<file path="src/core/qdl_regs.svh">
/*
 * Timing figures, field positions and fixed values for the quad DAC loader.
 * Assumes a single system clock; counts are derived from these in the modules.
 */
`ifndef QDL_REGS_SVH
`define QDL_REGS_SVH

// System clock period
`define QDL_CLK_PERIOD_NS 20
// Least low time of a channel load strobe
`define QDL_STROBE_MIN_NS 400
// Time allowed per approximation step, trial load to comparator sample
`define QDL_SETTLE_NS 15000
// Whole twelve-step conversion
`define QDL_CONV_MAX_NS 180000

// Converter input word and field positions in a 16-bit host word
`define QDL_WORD_BITS 12
`define QDL_LEFT_LO 4
`define QDL_RIGHT_LO 0
`define QDL_IDLE_WORD 12'hfff
`define QDL_ALL_HIGH 4'hf
`define QDL_HI_NIBBLE_LO 0

// Successive approximation start values
`define QDL_SAR_FIRST 12'h800
`define QDL_SAR_TOP_BIT 4'hb

// Decoded base address of the converter
`define QDL_BASE_ADDR 8'h00

`endif

</file>
<file path="src/core/qdl_pkg.sv">
/*
 * Types shared by the quad DAC loader: commands, results, pin bundle, states.
 * Assumes the user side runs on the same clock as the loader.
 */
package qdl_pkg;

    typedef enum logic [1:0] {
        CMD_WRITE_WORD,
        CMD_BYTE_FIRST,
        CMD_BYTE_SECOND,
        CMD_CONVERT
    } qdl_kind_t;

    typedef enum {
        ST_IDLE,
        ST_SETUP,
        ST_TRIAL,
        ST_STROBE,
        ST_HOLD,
        ST_SETTLE
    } qdl_state_t;

    typedef struct packed {
        logic valid;
        qdl_kind_t kind;
        logic [7:0] baseAddr;
        logic [3:0] wordAddr;
        logic leftJust;
        logic [15:0] data;
    } qdl_cmd_t;

    typedef struct packed {
        logic valid;
        logic [11:0] code;
    } qdl_result_t;

    typedef struct packed {
        logic [3:0] loadStrobeN;
        logic [11:0] converterDataInputs;
        logic dataBufEnable;
    } qdl_pins_t;

endpackage

</file>
<file path="src/core/qdl_sar_core.sv">
/*
 * Successive approximation register: holds the trial word, one bit per step.
 * Assumes the caller pulses step only after the trial word has settled.
 */
`timescale 1ns/1ps
`include "qdl_regs.svh"

module qdl_sar_core import qdl_pkg::*; (
    input wire logic clk_sys,
    input wire logic rst,
    input wire logic start,
    input wire logic step,
    input wire logic keep,
    output logic [11:0] trial,
    output logic last,
    output logic done
);

    logic [11:0] trialQ;
    logic [11:0] trialD;
    logic [3:0] bitQ;
    logic doneQ;

    ////////////////////////////////////////////////////////////////////////////
    // Next trial: drop the tested bit if too high, try the next one down
    always_comb begin
        trialD = trialQ;
        if (!keep) begin
            trialD[bitQ] = 1'b0;
        end
        if (bitQ != 4'h0) begin
            trialD[bitQ - 4'h1] = 1'b1;
        end
    end

    always_ff @(posedge clk_sys) begin
        if (rst) begin
            trialQ <= 12'h000;
            bitQ <= 4'h0;
            doneQ <= 1'b0;
        end else if (start) begin
            trialQ <= `QDL_SAR_FIRST;
            bitQ <= `QDL_SAR_TOP_BIT;
            doneQ <= 1'b0;
        end else if (step) begin
            trialQ <= trialD;
            bitQ <= (bitQ == 4'h0) ? 4'h0 : bitQ - 4'h1;
            doneQ <= (bitQ == 4'h0);
        end else begin
            doneQ <= 1'b0;
        end
    end

    assign trial = trialQ;
    assign last = (bitQ == 4'h0);
    assign done = doneQ;
endmodule

</file>
<file path="src/core/qdl_host_loader.sv">
/*
 * Host glue that loads a quad 12-bit latched DAC: decodes word writes into
 * active-low channel load strobes, assembles byte pairs, and runs a software
 * style successive approximation conversion against an external comparator.
 * Assumes user commands come from logic on clk_sys; the comparator pin is
 * asynchronous. The pin bundle drives the DAC pins directly.
 */
`timescale 1ns/1ps
`include "qdl_regs.svh"

// Notes on behaviour
// - Write strobes take one word address bit per channel; conversion decodes the low two bits.
// - Each channel has its own address line so one write may load several.
// - Strobes go low only during a write or conversion whose base address matches.
// - A 16-bit word carries its 12 bits left-justified or right-justified.
// - The data buffer to the DAC is enabled only while the DAC is addressed.
// - The first byte is held in a latch and joined right-justified with the second.
// - The DAC is loaded only on the second byte write with select and write both active.
// - Unaddressed DAC data inputs sit at a defined high level.
// - Conversion runs bit by bit on one channel while the others stay outputs.
// - Each step allows 15 us before sampling; a whole conversion takes 180 us.
// - Every channel load strobe stays low for at least 400 ns.
module qdl_host_loader import qdl_pkg::*; #(
    parameter int STROBE_NS = `QDL_STROBE_MIN_NS,
    parameter int SETTLE_NS = `QDL_SETTLE_NS,
    parameter logic [7:0] BASE_ADDR = `QDL_BASE_ADDR,
    parameter logic COMP_KEEP_LEVEL = 1'b1
) (
    input wire logic clk_sys,
    input wire logic rst,
    input wire qdl_cmd_t cmd,
    output logic cmdReady,
    output qdl_result_t result,
    input wire logic compAbovePin,
    output qdl_pins_t pins
);

    localparam int STROBE_CYC_RAW = (STROBE_NS + `QDL_CLK_PERIOD_NS - 1) / `QDL_CLK_PERIOD_NS;
    localparam int STROBE_CYC = (STROBE_CYC_RAW < 1) ? 1 : STROBE_CYC_RAW;
    localparam int SETTLE_CYC_RAW = SETTLE_NS / `QDL_CLK_PERIOD_NS;
    localparam int SETTLE_CYC = (SETTLE_CYC_RAW < STROBE_CYC + 3) ?
        STROBE_CYC + 3 : SETTLE_CYC_RAW;
    localparam int SAR_WAIT_CYC = SETTLE_CYC - STROBE_CYC - 2;
    localparam int CONV_CYC = `QDL_CONV_MAX_NS / `QDL_CLK_PERIOD_NS;
    localparam int CNT_W = $clog2(SETTLE_CYC + 1);
    localparam logic [CNT_W-1:0] STROBE_LOAD = CNT_W'(STROBE_CYC - 1);
    localparam logic [CNT_W-1:0] WAIT_LOAD = CNT_W'(SAR_WAIT_CYC - 1);

    qdl_state_t stateQ;
    logic [CNT_W-1:0] cntQ;
    logic [3:0] maskQ;
    logic [11:0] wordQ;
    logic [7:0] byteHoldQ;
    logic convQ;
    logic readyQ;
    qdl_result_t resultQ;
    logic compMetaQ;
    logic compSyncQ;
    logic [3:0] strobeNQ;
    logic [11:0] dataQ;
    logic bufEnQ;

    logic accept;
    logic baseHit;
    logic [11:0] wordJust;
    logic [11:0] wordBytes;
    logic sarStart;
    logic sarStep;
    logic [11:0] sarTrial;
    logic sarLast;
    logic sarDone;
    logic driveWord;

    ////////////////////////////////////////////////////////////////////////////
    // Command decode
    assign accept = cmd.valid && readyQ;
    assign baseHit = (cmd.baseAddr == BASE_ADDR);
    assign wordJust = cmd.leftJust ? cmd.data[`QDL_LEFT_LO +: 12]
                                   : cmd.data[`QDL_RIGHT_LO +: 12];
    assign wordBytes = {cmd.data[`QDL_HI_NIBBLE_LO +: 4], byteHoldQ};
    assign sarStart = accept && baseHit && (cmd.kind == CMD_CONVERT) && (stateQ == ST_IDLE);
    assign sarStep = (stateQ == ST_SETTLE) && (cntQ == '0);

    ////////////////////////////////////////////////////////////////////////////
    // Comparator pin synchroniser
    always_ff @(posedge clk_sys) begin
        if (rst) begin
            compMetaQ <= 1'b0;
            compSyncQ <= 1'b0;
        end else begin
            compMetaQ <= compAbovePin;
            compSyncQ <= compMetaQ;
        end
    end

    ////////////////////////////////////////////////////////////////////////////
    // First byte of a byte pair waits here
    always_ff @(posedge clk_sys) begin
        if (rst) begin
            byteHoldQ <= 8'h00;
        end else if (accept && baseHit && cmd.kind == CMD_BYTE_FIRST && stateQ == ST_IDLE) begin
            byteHoldQ <= cmd.data[7:0];
        end
    end

    ////////////////////////////////////////////////////////////////////////////
    // Write and conversion sequencer
    always_ff @(posedge clk_sys) begin
        if (rst) begin
            stateQ <= ST_IDLE;
            cntQ <= '0;
            maskQ <= 4'h0;
            wordQ <= `QDL_IDLE_WORD;
            convQ <= 1'b0;
            readyQ <= 1'b1;
        end else begin
            case (stateQ)
                ST_IDLE: begin
                    if (accept && baseHit) begin
                        case (cmd.kind)
                            CMD_WRITE_WORD: begin
                                wordQ <= wordJust;
                                maskQ <= cmd.wordAddr;
                                convQ <= 1'b0;
                                readyQ <= 1'b0;
                                stateQ <= ST_SETUP;
                            end
                            CMD_BYTE_SECOND: begin
                                wordQ <= wordBytes;
                                maskQ <= cmd.wordAddr;
                                convQ <= 1'b0;
                                readyQ <= 1'b0;
                                stateQ <= ST_SETUP;
                            end
                            CMD_CONVERT: begin
                                maskQ <= 4'h1 << cmd.wordAddr[1:0];
                                convQ <= 1'b1;
                                readyQ <= 1'b0;
                                stateQ <= ST_TRIAL;
                            end
                            default: begin
                                stateQ <= ST_IDLE;
                            end
                        endcase
                    end
                end
                ST_SETUP: begin
                    cntQ <= STROBE_LOAD;
                    stateQ <= ST_STROBE;
                end
                ST_TRIAL: begin
                    wordQ <= sarTrial;
                    cntQ <= STROBE_LOAD;
                    stateQ <= ST_STROBE;
                end
                ST_STROBE: begin
                    if (cntQ == '0) begin
                        stateQ <= ST_HOLD;
                    end else begin
                        cntQ <= cntQ - 1'b1;
                    end
                end
                ST_HOLD: begin
                    if (convQ) begin
                        cntQ <= WAIT_LOAD;
                        stateQ <= ST_SETTLE;
                    end else begin
                        readyQ <= 1'b1;
                        stateQ <= ST_IDLE;
                    end
                end
                ST_SETTLE: begin
                    if (cntQ != '0) begin
                        cntQ <= cntQ - 1'b1;
                    end else if (sarLast) begin
                        convQ <= 1'b0;
                        readyQ <= 1'b1;
                        stateQ <= ST_IDLE;
                    end else begin
                        stateQ <= ST_TRIAL;
                    end
                end
                default: begin
                    stateQ <= ST_IDLE;
                end
            endcase
        end
    end

    qdl_sar_core u_sar (
        .clk_sys(clk_sys),
        .rst(rst),
        .start(sarStart),
        .step(sarStep),
        .keep(compSyncQ == COMP_KEEP_LEVEL),
        .trial(sarTrial),
        .last(sarLast),
        .done(sarDone)
    );

    always_ff @(posedge clk_sys) begin
        if (rst) begin
            resultQ <= '0;
        end else begin
            resultQ.valid <= sarDone;
            if (sarDone) begin
                resultQ.code <= sarTrial;
            end
        end
    end

    ////////////////////////////////////////////////////////////////////////////
    // DAC pins, one cycle behind the sequencer
    assign driveWord = (stateQ == ST_SETUP) || (stateQ == ST_STROBE) || (stateQ == ST_HOLD);

    generate
        for (genvar ch = 0; ch < 4; ch++) begin : g_strobe
            always_ff @(posedge clk_sys) begin
                if (rst) begin
                    strobeNQ[ch] <= 1'b1;
                end else begin
                    strobeNQ[ch] <= !((stateQ == ST_STROBE) && maskQ[ch]);
                end
            end
        end
    endgenerate

    always_ff @(posedge clk_sys) begin
        if (rst) begin
            dataQ <= `QDL_IDLE_WORD;
            bufEnQ <= 1'b0;
        end else begin
            dataQ <= driveWord ? wordQ : `QDL_IDLE_WORD;
            bufEnQ <= driveWord;
        end
    end

    assign pins.loadStrobeN = strobeNQ;
    assign pins.converterDataInputs = dataQ;
    assign pins.dataBufEnable = bufEnQ;
    assign cmdReady = readyQ;
    assign result = resultQ;

    ////////////////////////////////////////////////////////////////////////////
    // Checks
    logic [7:0] lowRunQ;
    logic [15:0] stepGapQ;
    logic [15:0] convRunQ;

    always_ff @(posedge clk_sys) begin
        if (rst) begin
            lowRunQ <= 8'h00;
            stepGapQ <= 16'h0000;
            convRunQ <= 16'h0000;
        end else begin
            lowRunQ <= (strobeNQ == `QDL_ALL_HIGH) ? 8'h00 :
                       (lowRunQ == 8'hff) ? lowRunQ : lowRunQ + 8'h01;
            stepGapQ <= (sarStart || sarStep) ? 16'h0000 : stepGapQ + 16'h0001;
            convRunQ <= sarStart ? 16'h0000 : convRunQ + 16'h0001;
        end
    end
endmodule

</file>
<file path="config.mk">
export PLATFORM = sky130hd
export DESIGN_NAME = qdl_host_loader
export DESIGN_NICKNAME = d
export VERILOG_FILES = /design/src/core/qdl_pkg.sv /design/src/core/qdl_sar_core.sv /design/src/core/qdl_host_loader.sv
export VERILOG_INCLUDE_DIRS = /design/src /design/src/core
export SDC_FILE = /design/constraint.sdc
export NUM_CORES = 1
export LEC_CHECK = 0
export ABC_AREA = 1
export BUFFER_PORTS_ARGS = -buffer_cell sky130_fd_sc_hd__buf_2
export CORE_ASPECT_RATIO = 2
export CORE_MARGIN = 1.5
export CORE_UTILIZATION = 55
export DETAILED_ROUTE_END_ITERATION = 8
export PLACE_DENSITY_LB_ADDON = 0.3
export SLEW_MARGIN = 30
export SYNTH_ARGS = -nofsm -noshare
export SYNTH_HDL_FRONTEND = slang
export SYNTH_HIERARCHICAL = 1
export SYNTH_SLANG_ARGS = --single-unit
</file>
<file path="constraint.sdc">
create_clock -name clk_sys -period 3.3 [get_ports clk_sys]
set_input_delay 0.165 -clock clk_sys [delete_from_list [all_inputs] [get_ports clk_sys]]
set_output_delay 0.165 -clock clk_sys [all_outputs]
set_load 0.01 [all_outputs]
</file>
==> flow_metrics.tcl <==
set metrics [dict create \
    die_y_microns 126.5 \
    synth_top_area_share_pct 41.99 \
    synth_edf_count 0 \
    post-dp-hpwl_microns 7799 \
    core_sq_um 7322 \
    cts.sinks 88 \
    crit_path_start_kind "flop" \
    syn_nets 657 \
    postCtsSetupRepairBufs 0 \
    grt_max_degree 36 \
    synth_mux_area_share_pct 0 \
    crit_fanout 9 \
    clockRootBuffer "clkbuf_16" \
    p_per_area_nw_per_um2 538.3 \
    dp.cells 758 \
    synth_top_family_by_area "simple AND/OR/NAND/NOR gates" \
    ant_nets 0 \
    syn_avg_cell_area_sq_um 6.756 \
    avgRoutedWirePerCell_microns 13.60 \
    cts_max_level 3 \
    setup-violations-final 0 \
    drv_slew 0 \
    synthCells 621 \
    grt_overflow 0 \
    synthAdderAreaFrac_pct 0.2982 \
    cts_tree "yes" \
    synth-simple-area-share_pct 35.07 \
    row_count 44 \
    synth_compound_area_share_pct 12.53 \
    cap_violations 0 \
    clock_path_buffers 2 \
    io_buffers 65 \
    areaGrowthSynthToFinish_pct 15.00 \
    yosys-top-cells-count "167 x nand2_1, 88 x dfxtp_1, 81 x nor2_1, 67 x inv_1, 65 x nand3_1" \
    num_antenna_cells 0 \
    ys_top_cells_by_area "dfxtp_1 42%, nand2_1 15%, nand3_1 7.8%" \
    grt_pass1_wl_microns 17150 \
    endpoint_kind "flop" \
    synth-xor-area-share_pct 0.6263 \
    post-route-drc-count 0 \
    cp-startpoint "cntQ[0]" \
    synth_most_common_cell "nand2_1" \
    vias 4147 \
    die_w_microns 64.76 \
    synth_flop_cell "dfxtp_1" \
    final_cell_count_no_fill 774 \
    cp.required_ns 3.53 \
    cts_inserted_buffers 9 \
    setup_tns_ns 0 \
    cp.arrival_ns 2.42 \
    hold_path.class "input port to flop" \
    ir_drop_uv 337.6 \
    io_pins 66 \
    ys_ff_latch 88 \
    fin_hold_ws_ns 0.02092 \
    slew_headroom_pct 43.62 \
    drt_iter0_drc 318 \
    final.setup.worst_slack_ns 1.111 \
    hold_viol_final 0 \
    grt_pass1_vias 3952 \
    worstSetupPathType "flop to flop" \
    floorplan.initialDensity_pct 57.30 \
    synth_top_area_cell "dfxtp_1" \
    clkLatencyLatePin_ns 0.34 \
    fmax_mhz 456.8 \
    synthArstFlopShare_pct 0 \
    ys_seq_area_share_pct 41.99 \
    rsz0062_at_grt "no" \
    pre_cts_slack_ns 1.174 \
    rr_startpoint "cntQ[0]" \
    nets 713 \
    clkSlewWorstSetupHoldPaths_ns 0.06 \
    post_cts_resized 0 \
    hp-start "compAbovePin" \
    synth_cell_type_count 33 \
    final_util_pct 65.89 \
    ys_warn_count 6 \
    worst_slew_pin_slew_ns 0.8457 \
    hold_buffers 0 \
    fp.dieArea_sq_um 8192 \
    drt_wl_total_microns 10530 \
    grt_antenna_before_repair 0 \
    drive_above_1_share_pct 17.01 \
    gp_congestion 0.9918 \
    status "complete, no violations" \
    grt_use_total_pct 26.75 \
    fin_skew_ns 0.006636 \
    finalCritPeriodShare_pct 66.33 \
    period_minus_slack_ns 2.189 \
    p_leak_nw 2.336 \
    dr.pass1.iters 6 \
    viasPerCell 5.358 \
    netlist_area_sq_um 4195 \
]
-- state kept, by name (all words and copies together), names as in the netlist --
signal	cells
byteHoldQ	8
u_sar/bitQ	4
compMetaQ	1
dataQ	12
bufEnQ	1
maskQ	4
u_sar/trial	12
cmdReady	1
convQ	1
u_sar/done	1
stateQ	3
pins	4
cntQ	10
compSyncQ	1
result	13
wordQ	12
-- cell type report --
class / count / area, sq um
clock buffer: 10 / 239.0
clock inverter: 6 / 43.79
fill: 657 / 2497
inverter: 77 / 289.0
multi-input combinational: 434 / 2036
sequential: 88 / 1762
tap: 92 / 115.1
timing repair buffer: 67 / 340.3
-- final timing paths --
check,end,slack [ns],depth (start not counted)
worst max-delay path,u_sar/trial[6],1.11,11
worst max register to register,u_sar/trial[6],1.11,11
worst min register to register,compSyncQ,0.40,2
worst min-delay path,compMetaQ,0.02,3
-- cell usage in the layout, fill, tap and decap left out, types with 2 or more instances in the layout --
cell type,instances
clkinv_1,2
clkbuf_16,9
nor2_2,2
xor2_1,3
a21oi_1,29
clkinv_2,2
dfxtp_1,88
nor2_4,5
buf_2,65
buf_4,2
nor2_1,81
inv_1,67
nand2_2,5
nand4_1,5
inv_2,8
nand3_1,65
o21ai_0,52
nand2_1,167
a211oi_1,2
a21oi_2,6
clkinv_4,2
-- routing by layer --
metal | vias to the layer above | routed length [microns] | track usage [%]
met5 | - | 0 | 0
met4 | 0 | 302 | 14.02
met3 | 30 | 493 | 4.610
met2 | 155 | 5950 | 51.30
met1 | 1882 | 3778 | 26.02
li1 | 2080 | - | -
-- stage by stage --
stage	cell area (sq um)	power [mW]
finish	4825	2.597
global route	4825	2.717
CTS	4825	2.612
detailed placement	4542	1.655
global placement	4542	1.634
floorplan	4195	1.543
-- logic make-up (layout without fill, tap and decap cells) --
group	count (synthesis)	count (layout)
simple gates	336	336
fa+ha+maj	1	1
flops	88	88
xor+xnor	3	3
compound gates	94	94
buf+inv	99	160
-- critical path: stages (launching register included) --
cell,delay [ns]
dfxtp_1,0.32
inv_1,0.10
ha_1,0.22
nand2_1,0.08
nor2_1,0.09
nand3_1,0.12
nor2_1,0.53
nand2_1,0.24
inv_2,0.17
nand2_1,0.07
nand2_1,0.08
a21oi_1,0.06
-- report_power, final --
group          switching [mW]  total, mW  internal, mW
Sequential             0.0404       1.15          1.11
Clock                   0.424      0.956         0.533
Combinational           0.322      0.488         0.167
Note: power is estimated with default switching activity, not from simulation.
